$ cat src/status_params.svh
// constants for the status and event reporting block
`ifndef STATUS_PARAMS_SVH
`define STATUS_PARAMS_SVH

`define NUM_CH       4
`define CH_IDX_W     2
`define COND_W       16
`define BYTE_W       8

// quality condition bit positions
`define Q_VERR_BIT   0
`define Q_VMODE_BIT  8
`define Q_RELAY_BIT  9
`define Q_CMODE_BIT  10
`define Q_ROLL_BIT   13
`define Q_WARN_BIT   14

// run-state condition bit positions
`define R_CV_BIT     8
`define R_RELAY_BIT  9
`define R_CC_BIT     10
`define RUN_USED     16'h0700

// status byte bit positions
`define SB_QUES_BIT  3
`define SB_MAV_BIT   4
`define SB_STD_BIT   5
`define SB_RQS_BIT   6
`define SB_RUN_STATE_REGISTER_BIT  7
`define RQS_EXCL     8'hbf

// event blocking and reset values
`define NOEVT_MASK   16'h0400
`define MASK16_RST   16'h0000
`define MASK8_RST    8'h00
`define CHMASK_RST   16'hffff

`endif

$ cat src/status_pkg.sv
// types shared by the status reporting modules
`default_nettype none

package status_pkg;
  typedef logic [15:0] word_t;
  typedef logic [7:0]  byte_t;

  typedef enum logic [3:0] {
    SEL_QCOND,
    SEL_QEVT,
    SEL_QMASK,
    SEL_RCOND,
    SEL_REVT,
    SEL_RMASK,
    SEL_SEVT,
    SEL_SMASK,
    SEL_SRBYTE,
    SEL_SRMASK,
    SEL_ROLL,
    SEL_CHSUM,
    SEL_CHMASK
  } regsel_t;
endpackage

`default_nettype wire

$ cat src/status_if.sv
// carriers between the status top and its event and request submodules
`default_nettype none

interface evt_if #(parameter int W = 16) ();
  logic [W-1:0] cond;
  logic [W-1:0] mask;
  logic         clr;
  logic [W-1:0] evt;
  logic         summary;
  modport latch (input cond, mask, clr, output evt, summary);
  modport owner (output cond, mask, clr, input evt, summary);
endinterface

interface srq_if ();
  logic [7:0] byteIn;
  logic [7:0] mask;
  logic [7:0] srByte;
  logic       srq;
  modport gen   (input byteIn, mask, output srByte, srq);
  modport owner (output byteIn, mask, input srByte, srq);
endinterface

`default_nettype wire

$ cat src/event_latch.sv
// masked rising-edge event register, cleared by a read strobe
`default_nettype none

module event_latch #(
  parameter int W = 16
) (
  input wire logic clk,
  input wire logic rst,
  evt_if.latch     e
);
  logic [W-1:0] prevCond;
  logic [W-1:0] evtReg;
  wire  [W-1:0] rise;
  wire  [W-1:0] next_evt;

  assign rise     = e.cond & ~prevCond & e.mask;
  assign next_evt = (e.clr ? '0 : evtReg) | rise;
  assign e.evt     = evtReg;
  assign e.summary = |evtReg;

  always_ff @(posedge clk) begin
    if (rst) begin
      prevCond <= '0;
      evtReg   <= '0;
    end else begin
      prevCond <= e.cond;
      evtReg   <= next_evt;
    end
  end
endmodule

`default_nettype wire

$ cat src/srq_gen.sv
// service request byte with summary bit and request line
`include "status_params.svh"
`default_nettype none

module srq_gen (
  input wire logic clk,
  input wire logic rst,
  srq_if.gen       s
);
  logic [7:0] byteReg;
  logic       srqReg;
  wire        rqs;
  wire  [7:0] next_byte;

  assign rqs       = |(s.byteIn & s.mask & `RQS_EXCL);
  assign next_byte = (s.byteIn & `RQS_EXCL) | ({7'h00, rqs} << `SB_RQS_BIT);
  assign s.srByte  = byteReg;
  assign s.srq     = srqReg;

  always_ff @(posedge clk) begin
    if (rst) begin
      byteReg <= 8'h00;
      srqReg  <= 1'b0;
    end else begin
      byteReg <= next_byte;
      srqReg  <= rqs;
    end
  end
endmodule

`default_nettype wire

$ cat src/status_event_reporting.sv
// status and event reporting hierarchy with service request generation
`include "status_params.svh"
`default_nettype none

module status_event_reporting (
  input  wire logic                             clk,
  input  wire logic                             rst,
  input  wire logic                             constVolt,
  input  wire logic                             relayClosed,
  input  wire logic                             constCurr,
  input  wire logic                             voltErr,
  input  wire logic                             commandWarning,
  input  wire logic                             errQueueNotEmpty,
  input  wire logic                             msgAvailable,
  input  wire logic [7:0]                       stdCond,
  input  wire logic [`NUM_CH-1:0][15:0]         chanSummary,
  input  wire logic                             multiOn,
  input  wire logic                             multiOff,
  input  wire logic                             defaultsLoad,
  input  wire status_pkg::regsel_t              regSel,
  input  wire logic [`CH_IDX_W-1:0]             regChan,
  input  wire logic                             regRead,
  input  wire logic                             regWrite,
  input  wire logic [15:0]                      regWData,
  output var  logic [15:0]                      rdData,
  output var  logic                             rdValid,
  output logic [7:0]                            statusByte,
  output logic                                  srq,
  output var  logic                             multiMode
);

  // ***********************************
  // pin synchronisers
  // ***********************************
  logic [3:0] pinMeta;
  logic [3:0] pinSync;
  wire        cvS;
  wire        relayS;
  wire        ccS;
  wire        verrS;

  always_ff @(posedge clk) begin
    if (rst) begin
      pinMeta <= 4'h0;
      pinSync <= 4'h0;
    end else begin
      pinMeta <= {voltErr, constCurr, relayClosed, constVolt};
      pinSync <= pinMeta;
    end
  end

  assign cvS    = pinSync[0];
  assign relayS = pinSync[1];
  assign ccS    = pinSync[2];
  assign verrS  = pinSync[3];

  // ***********************************
  // registers
  // ***********************************
  status_pkg::word_t        runStateCondition;
  status_pkg::word_t        qualityCondition;
  status_pkg::word_t        qMask;
  status_pkg::word_t        oMask;
  status_pkg::byte_t        sMask;
  status_pkg::byte_t        srMask;
  logic [`NUM_CH-1:0][15:0] chanMask;
  logic [`NUM_CH-1:0]       rollup;

  // ***********************************
  // condition composition
  // ***********************************
  status_pkg::word_t           singleQ;
  status_pkg::word_t           multiQ;
  status_pkg::word_t           next_quality;
  status_pkg::word_t           next_runState;
  wire [`NUM_CH:0][15:0]       orChain;
  wire [`NUM_CH-1:0]           next_rollup;

  assign singleQ = (16'h0001 << `Q_VERR_BIT) & {16{verrS}}
                 | (16'h0001 << `Q_VMODE_BIT) & {16{cvS}}
                 | (16'h0001 << `Q_RELAY_BIT) & {16{relayS}}
                 | (16'h0001 << `Q_CMODE_BIT) & {16{ccS}}
                 | (16'h0001 << `Q_WARN_BIT) & {16{commandWarning}};

  assign orChain[0] = 16'h0000;

  genvar ch;
  generate
    for (ch = 0; ch < `NUM_CH; ch++) begin : g_chan
      assign orChain[ch+1]   = orChain[ch] | chanSummary[ch];
      assign next_rollup[ch] = |(chanSummary[ch] & chanMask[ch]);
    end
  endgenerate

  assign multiQ = orChain[`NUM_CH]
                | ((16'h0001 << `Q_ROLL_BIT) & {16{|rollup}});
  assign next_quality = multiMode ? multiQ : singleQ;

  assign next_runState = ((16'h0001 << `R_CV_BIT) & {16{cvS}}
                        | (16'h0001 << `R_RELAY_BIT) & {16{relayS}}
                        | (16'h0001 << `R_CC_BIT) & {16{ccS}})
                        & `RUN_USED;

  always_ff @(posedge clk) begin
    if (rst) begin
      qualityCondition  <= 16'h0000;
      runStateCondition <= 16'h0000;
      rollup            <= '0;
    end else begin
      qualityCondition  <= next_quality;
      runStateCondition <= next_runState;
      rollup            <= next_rollup;
    end
  end

  // ***********************************
  // mode selection
  // ***********************************
  always_ff @(posedge clk) begin
    if (rst) begin
      multiMode <= 1'b0;
    end else if (multiOn) begin
      multiMode <= 1'b1;
    end else if (multiOff) begin
      multiMode <= 1'b0;
    end
  end

  // ***********************************
  // event registers
  // ***********************************
  evt_if #(.W(16)) quesE ();
  evt_if #(.W(16)) operE ();
  evt_if #(.W(8))  stdE ();

  wire readQEvt;
  wire readREvt;
  wire readSEvt;

  assign readQEvt = regRead && (regSel == status_pkg::SEL_QEVT) && !multiMode;
  assign readREvt = regRead && (regSel == status_pkg::SEL_REVT);
  assign readSEvt = regRead && (regSel == status_pkg::SEL_SEVT);

  assign quesE.cond = qualityCondition;
  assign quesE.mask = qMask & ~`NOEVT_MASK;
  assign quesE.clr  = readQEvt;
  assign operE.cond = runStateCondition;
  assign operE.mask = oMask;
  assign operE.clr  = readREvt;
  assign stdE.cond  = stdCond;
  assign stdE.mask  = sMask;
  assign stdE.clr   = readSEvt;

  event_latch #(.W(16)) u_ques (.clk(clk), .rst(rst), .e(quesE));
  event_latch #(.W(16)) u_run_state_register (.clk(clk), .rst(rst), .e(operE));
  event_latch #(.W(8))  u_std  (.clk(clk), .rst(rst), .e(stdE));

  // ***********************************
  // status byte and request
  // ***********************************
  srq_if srqC ();
  wire   quesSum;

  assign quesSum = multiMode ? |(qualityCondition & qMask) : quesE.summary;

  assign srqC.byteIn = ({7'h00, quesSum | errQueueNotEmpty} << `SB_QUES_BIT)
                     | ({7'h00, msgAvailable} << `SB_MAV_BIT)
                     | ({7'h00, stdE.summary} << `SB_STD_BIT)
                     | ({7'h00, operE.summary} << `SB_RUN_STATE_REGISTER_BIT);
  assign srqC.mask   = srMask;

  srq_gen u_srq (.clk(clk), .rst(rst), .s(srqC));

  assign statusByte = srqC.srByte;
  assign srq        = srqC.srq;

  // ***********************************
  // register access
  // ***********************************
  wire [15:0] rdMux;
  wire [15:0] qEvtView;

  assign qEvtView = multiMode ? qualityCondition : quesE.evt;

  assign rdMux =
    (regSel == status_pkg::SEL_QCOND)  ? qualityCondition :
    (regSel == status_pkg::SEL_QEVT)   ? qEvtView :
    (regSel == status_pkg::SEL_QMASK)  ? qMask :
    (regSel == status_pkg::SEL_RCOND)  ? runStateCondition :
    (regSel == status_pkg::SEL_REVT)   ? operE.evt :
    (regSel == status_pkg::SEL_RMASK)  ? oMask :
    (regSel == status_pkg::SEL_SEVT)   ? {8'h00, stdE.evt} :
    (regSel == status_pkg::SEL_SMASK)  ? {8'h00, sMask} :
    (regSel == status_pkg::SEL_SRBYTE) ? {8'h00, srqC.srByte} :
    (regSel == status_pkg::SEL_SRMASK) ? {8'h00, srMask} :
    (regSel == status_pkg::SEL_ROLL)   ? {{(16-`NUM_CH){1'b0}}, rollup} :
    (regSel == status_pkg::SEL_CHSUM)  ? chanSummary[regChan] :
    (regSel == status_pkg::SEL_CHMASK) ? chanMask[regChan] :
    16'h0000;

  always_ff @(posedge clk) begin
    if (rst) begin
      rdData  <= 16'h0000;
      rdValid <= 1'b0;
    end else begin
      rdValid <= regRead;
      if (regRead) begin
        rdData <= rdMux;
      end
    end
  end

  wire wrQ;
  wire wrO;
  wire wrS;
  wire wrSr;
  wire wrCh;

  assign wrQ  = regWrite && (regSel == status_pkg::SEL_QMASK);
  assign wrO  = regWrite && (regSel == status_pkg::SEL_RMASK);
  assign wrS  = regWrite && (regSel == status_pkg::SEL_SMASK);
  assign wrSr = regWrite && (regSel == status_pkg::SEL_SRMASK);
  assign wrCh = regWrite && (regSel == status_pkg::SEL_CHMASK);

  // defaults load takes priority over a write in the same cycle
  always_ff @(posedge clk) begin
    if (rst || defaultsLoad) begin
      qMask    <= `MASK16_RST;
      oMask    <= `MASK16_RST;
      sMask    <= `MASK8_RST;
      srMask   <= `MASK8_RST;
      chanMask <= {`NUM_CH{`CHMASK_RST}};
    end else begin
      if (wrQ) begin
        qMask <= regWData;
      end
      if (wrO) begin
        oMask <= regWData;
      end
      if (wrS) begin
        sMask <= regWData[7:0];
      end
      if (wrSr) begin
        srMask <= regWData[7:0] & `RQS_EXCL;
      end
      if (wrCh) begin
        chanMask[regChan] <= regWData;
      end
    end
  end
endmodule

`default_nettype wire

$ cat config.mk
export PLATFORM = sky130hd
export DESIGN_NAME = status_event_reporting
export DESIGN_NICKNAME = d
export VERILOG_FILES = /design/src/status_pkg.sv /design/src/status_if.sv /design/src/event_latch.sv /design/src/srq_gen.sv /design/src/status_event_reporting.sv
export VERILOG_INCLUDE_DIRS = /design/src
export SDC_FILE = /design/constraint.sdc
export NUM_CORES = 1
export LEC_CHECK = 0
export ABC_AREA = 1
export BUFFER_PORTS_ARGS = -buffer_cell sky130_fd_sc_hd__buf_2
export CORE_MARGIN = 1.5
export CORE_UTILIZATION = 58
export CTS_BUF_LIST = sky130_fd_sc_hd__clkbuf_8
export DETAILED_ROUTE_END_ITERATION = 10
export PLACE_DENSITY = 0.8
export SLEW_MARGIN = 20
export SYNTH_ARGS = -nofsm -noshare
export SYNTH_HDL_FRONTEND = slang
export SYNTH_SLANG_ARGS = --single-unit
$ cat constraint.sdc
create_clock -name clk -period 2.7 [get_ports clk]
set_clock_uncertainty 0.15 [all_clocks]
set_input_delay 0 -clock clk [delete_from_list [all_inputs] [get_ports clk]]
set_output_delay 0 -clock clk [all_outputs]
set_load 0.1 [all_outputs]
Word level (Yosys, flattened, before mapping)
Cells that the tools add are included.

storage, ports and cells
  flip-flop bits (word level) = 262
  input bits = 108
  output and inout bits = 27

cells by class
  equal/unequal tests = 12
  bitwise logic cells = 33
  reductions and logical operators = 24
  multiplexer cells = 28
  order comparisons = 2

operator list
  kind                number
  $mux 16             20
  $and 16x16->16      9
  $reduce_or 16->1    7
  $or 16x16->16       5
  $bmux 16 s2         2
  $bwmux 64           1
  $demux 16 s2        1
  $not 16->16         2
  $and 8x8->8         3
  $or 10x11->11       2
  $eq 4x4->1 const B  5
  $or 9x10->10        2
  $eq 4x3->1 const B  4
  $or 16x14->16       1
  $or 11x15->15       1
  $logic_and 1x1->1   10
  $or 1x9->9          1
  $eq 4x2->1 const B  2
  $mux 8              1
  $not 8->8           1
  $or 6x8->8          1
  $or 8x7->8          1
  $or 8x8->8          1
  $reduce_or 8->1     1
  13 further kinds    15

Longest topological paths before layout
  depth in word-level cells = 15
  depth in mapped cells = 15

By module
From an unflattened synthesis, not the netlist that was laid out.

second synthesis, totals
  cell total of the unflattened synthesis = 1,637
  area total of the unflattened synthesis = 11,472.3 um^2

modules (own cells, without submodules)
  module                    area each (um^2)  times used  cells an instance
  status_event_reporting    8,212.9           1           1,261
  event_latch (u_ques ...)  1,197.4           2           133
  event_latch (u_std)       581.8             1           72
  srq_gen                   282.8             1           38

Least setup slack after synthesis
No wires, ideal clock.

  path kind = reg2reg
  start = register multiMode
  end = register rdData[14]
  buffers on the path = 3
  path slack = 0.371 ns
  stages on the path, launching flop included = 9
  arrival = 2.047 ns
  library setup time = 0.132 ns
  cells stage by stage = dfxtp_1 > clkbuf_1 > inv_1 > buf_2 > buf_1 > nand2_1 > a21oi_1 > a211oi_1 > a31oi_1

on the way
  word-level cells in the longest chain between the ends = 3

ends and longest elaborated chain
  item                      line                           source
  start: declaration        status_event_reporting.sv:29   output var logic multiMode
  start signal: assignment  status_event_reporting.sv:121  multiMode <= 1'b0;
  start signal: assignment  status_event_reporting.sv:123  multiMode <= 1'b1;
  start signal: assignment  status_event_reporting.sv:125  multiMode <= 1'b0;
  $mux 16                   status_event_reporting.sv:183  assign qEvtView = multiMode ? qualityCondition : quesE.evt;
  $mux 16                   status_event_reporting.sv:187  (regSel == status_pkg::SEL_QEVT) ? qEvtView :
  $mux 16                   status_event_reporting.sv:186  (regSel == status_pkg::SEL_QCOND) ? qualityCondition :
  end signal: assignment    status_event_reporting.sv:208  rdData <= rdMux;
  end: declaration          status_event_reporting.sv:25   output var logic [15:0] rdData,

No other way between the ends.
A chain may end at the register's enable or synchronous reset.

Worst setup path after layout
  start = register chanMask[6] (netlist bit)
  end = register rollup[0]

on the way
  word-level cells in the longest chain between the ends = 2

ends and longest elaborated chain
  item                              line                           source
  start: declaration                status_event_reporting.sv:66   logic [`NUM_CH-1:0][15:0] chanMask;
  start signal: assignment          status_event_reporting.sv:232  chanMask <= {`NUM_CH{`CHMASK_RST}};
  start signal: indexed assignment  status_event_reporting.sv:247  chanMask[regChan] <= regWData;
  $and 16x16->16                    status_event_reporting.sv:91   assign next_rollup[ch] = |(chanSummary[ch] & chanMask[ch]);
  $reduce_or 16->1                  status_event_reporting.sv:91
  end signal: assignment            status_event_reporting.sv:112  rollup <= next_rollup;
  end: declaration                  status_event_reporting.sv:67   logic [`NUM_CH-1:0] rollup;

No other way between the ends.

==> flow_metrics.tcl <==
set metrics [dict create \
    synth_area_leaders "dfxtp_1 (43%), nand2_1 (16%), nand3_1 (5.6%), inv_1 (5.6%), a21oi_1 (5.5%)" \
    finalHoldViolations 0 \
    cts-htree-levels 2 \
    yosysSeqAreaShare 0.434 \
    clk_pin_slew_ns 0.06 \
    final_core_util 0.752 \
    crit_required_ns 2.96 \
    grt_usage 0.409 \
    fin_crit_sh 0.950 \
    drive_gt1_frac 0.141 \
    die_area_um2 18100 \
    async_reset_ff_frac 0 \
    ir_drop_v 0.000454 \
    max_freq_ghz 0.390 \
    rsz0062_at_grt "false" \
    num_vias 11158 \
    rows 47 \
    clock-sinks 217 \
    initialDrtViolationCount 1270 \
    wl_met3_um 3570 \
    wirelength_um 36600 \
    io_buffers 131 \
    yosys_warnings 0 \
    insertedDiodeCount 0 \
    yosysTopAreaCell "dfxtp_1" \
    syn_to_final_growth_pct 25.4 \
    start_util 0.599 \
    post_cts_buffers 0 \
    tightestPinTransition_ns 0.787 \
    io_pins 135 \
    syn_inst 1473 \
    fillers 1281 \
    grt_max_degree 88 \
    dpl.hpwl_um 26000 \
    setup_viol 0 \
    relSlewSlack 0.475 \
    clk_latency_ns 0.55 \
    synth.distinct_cells 39 \
    drv_slew 0 \
    synth_seq_cells 217 \
    power.total_w 0.00730 \
    worstPathArrival_ns 2.83 \
    nNetsFinal 1792 \
    place_congestion 1.02 \
    grt_overflow 0 \
    cts_root_buf "clkbuf_8" \
    layout_min_cycle_time_ns 2.57 \
    cts.path.max_buffers 3 \
    grt_pass1_wl_um 57100 \
    top_layer "met4" \
    cap_violations 0 \
    status "complete, no violations" \
    hp-class "in2reg" \
    post_drt_wl_per_cell_um 19.0 \
    drtAntennaViolNets 0 \
    ys_dominant_reg_cell "dfxtp_1" \
    finalSetupTns_ns 0 \
    drt-vias-per-instance 5.79 \
    cp-end-kind "flop" \
    path_class "reg2reg" \
    synth_top_area_frac 0.434 \
    dr_wl_met2_um 16700 \
    critPathLaunchType "flop" \
    die_w_um 134 \
    wl_met1_um 14500 \
    antenna_found_initial 0 \
    first_pass_iters 5 \
    power_density_nw_per_um2 581 \
    path_max_fanout 3 \
    grt_pass1_vias 10684 \
    synth_edf_count 0 \
    cts_buffers 37 \
    p_leak_nw 5.64 \
    synth_area_per_cell_um2 6.80 \
    synth_area_um2 10000 \
    drc 0 \
    cts_tree "done" \
    multi_input_area_um2 4710 \
    core_um2 16700 \
    fp.dieH_um 134 \
    seqCellArea_um2 4340 \
]
[per-layer routing]
| metal | up-vias | track usage |
|---|---|---|
| met2 | 677 | 0.659 |
| met1 | 5105 | 0.530 |
| met4 | 0 | 0.195 |
| met5 | - | 0 |
| li1 | 5230 | - |
| met3 | 146 | 0.0752 |
[cells in the mapped netlist, types with 2 or more instances]
| master | number |
|---|---|
| a211oi_1 | 3 |
| a21oi_1 | 111 |
| a221oi_1 | 18 |
| a22o_1 | 2 |
| a22oi_1 | 8 |
| a31oi_1 | 6 |
| a41oi_1 | 4 |
| buf_2 | 20 |
| buf_4 | 9 |
| clkbuf_1 | 53 |
| dfxtp_1 | 217 |
| inv_1 | 149 |
| inv_2 | 12 |
| nand2_1 | 437 |
| nand2_2 | 2 |
| nand3_1 | 113 |
| nand4_1 | 24 |
| nor2_1 | 110 |
| nor2_2 | 8 |
| nor2_4 | 2 |
| nor3_1 | 12 |
| nor4_1 | 12 |
| o211ai_1 | 21 |
| o21ai_0 | 77 |
| o21ai_1 | 6 |
| o21bai_1 | 2 |
| o22ai_1 | 12 |
| or2_2 | 12 |
[final cells by class]
| class | instances | area share |
|---|---|---|
| Clock buffer | 47 | 0.0515 |
| Clock inverter | 15 | 0.00787 |
| Inverter | 161 | 0.0481 |
| Multi-Input combinational cell | 1014 | 0.375 |
| Sequential cell | 217 | 0.346 |
| Tap cell | 220 | 0.0219 |
| Timing Repair Buffer | 253 | 0.150 |
[cell usage in the layout, fill, tap and decap left out, types with 15 or more instances in the layout]
cell / synthesis / routed
nor2_1: 110 / 109
clkbuf_8: 0 / 47
o211ai_1: 21 / 21
a21oi_1: 111 / 111
inv_1: 149 / 158
dlygate4sd3_1: 0 / 103
a221oi_1: 18 / 18
dfxtp_1: 217 / 217
buf_4: 9 / 15
nand2_1: 437 / 437
nand3_1: 113 / 113
o21ai_0: 77 / 77
buf_2: 20 / 131
nand4_1: 24 / 24
[worst max-delay path, cell delays in order, from the launching register on]
cell	delay [ns]
dfxtp_1	0.33
a22o_1	0.22
a21oi_1	0.12
nand3_1	0.09
a211oi_1	0.22
dlygate4sd3_1	0.60
a31oi_1	0.10
dlygate4sd3_1	0.62
[registers in the layout, summed over array words and instances (netlist names), 15 cells and up]
register          flops
chanMask             64
oMask                16
qMask                16
qualityCondition     16
rdData               16
u_ques.e.evt         15
u_ques.prevCond      15
[kinds of logic after synthesis]
family / Yosys count / share of synthesized area
buffers and inverters: 244 / 0.0974
DFF: 217 / 0.434
other: 1 / 0.000375
AOI/OAI and AO/OA: 275 / 0.159
and+or+nand+nor: 735 / 0.308
muxes: 1 / 0.00100
[power by group]
part | total, W | switching, W | internal [W]
clock network | 0.00305 | 0.00138 | 0.00166
logic | 0.000947 | 0.000641 | 0.000306
registers | 0.00331 | 0.0000385 | 0.00327
total | 0.00730 | 0.00206 | 0.00524
[metrics by stage]
stage | hold WS, ns | setup WS (ns) | std cells | area (µm²)
after detailed placement | 0.0583 | 0.552 | 1762 | 10800
after floorplan | -0.0430 | 0.371 | 1475 | 10000
final | 0.0739 | 0.134 | 1927 | 12600
after global routing | 0.0922 | 0.0671 | 1927 | 12600
after global placement | 0.0480 | 0.589 | 1762 | 10800
after CTS | 0.0506 | 0.190 | 1927 | 12600
[final timing paths]
kind	slack [ns]	start	endpoint	cells past startpoint
min reg2reg	0.25	pinMeta[3]$_SDFF_PP0_	pinSync[3]$_SDFF_PP0_	2
max reg2reg	0.13	chanMask[6]$_SDFFE_PP1P_	rollup[0]$_SDFF_PP0_	7
min	0.07	chanSummary[62]	rdData[14]$_SDFFE_PP0P_	7
max	0.13	chanMask[6]$_SDFFE_PP1P_	rollup[0]$_SDFF_PP0_	7
[repair_timing]
| action | CTS | global route |
|---|---|---|
| resized for setup | 0 | 0 |
| setup endpoints to repair | 0 | 0 |
| hold buffers | 103 | 0 |
| hold endpoints to repair | 217 | 0 |
(Power assumes the default switching activity.)
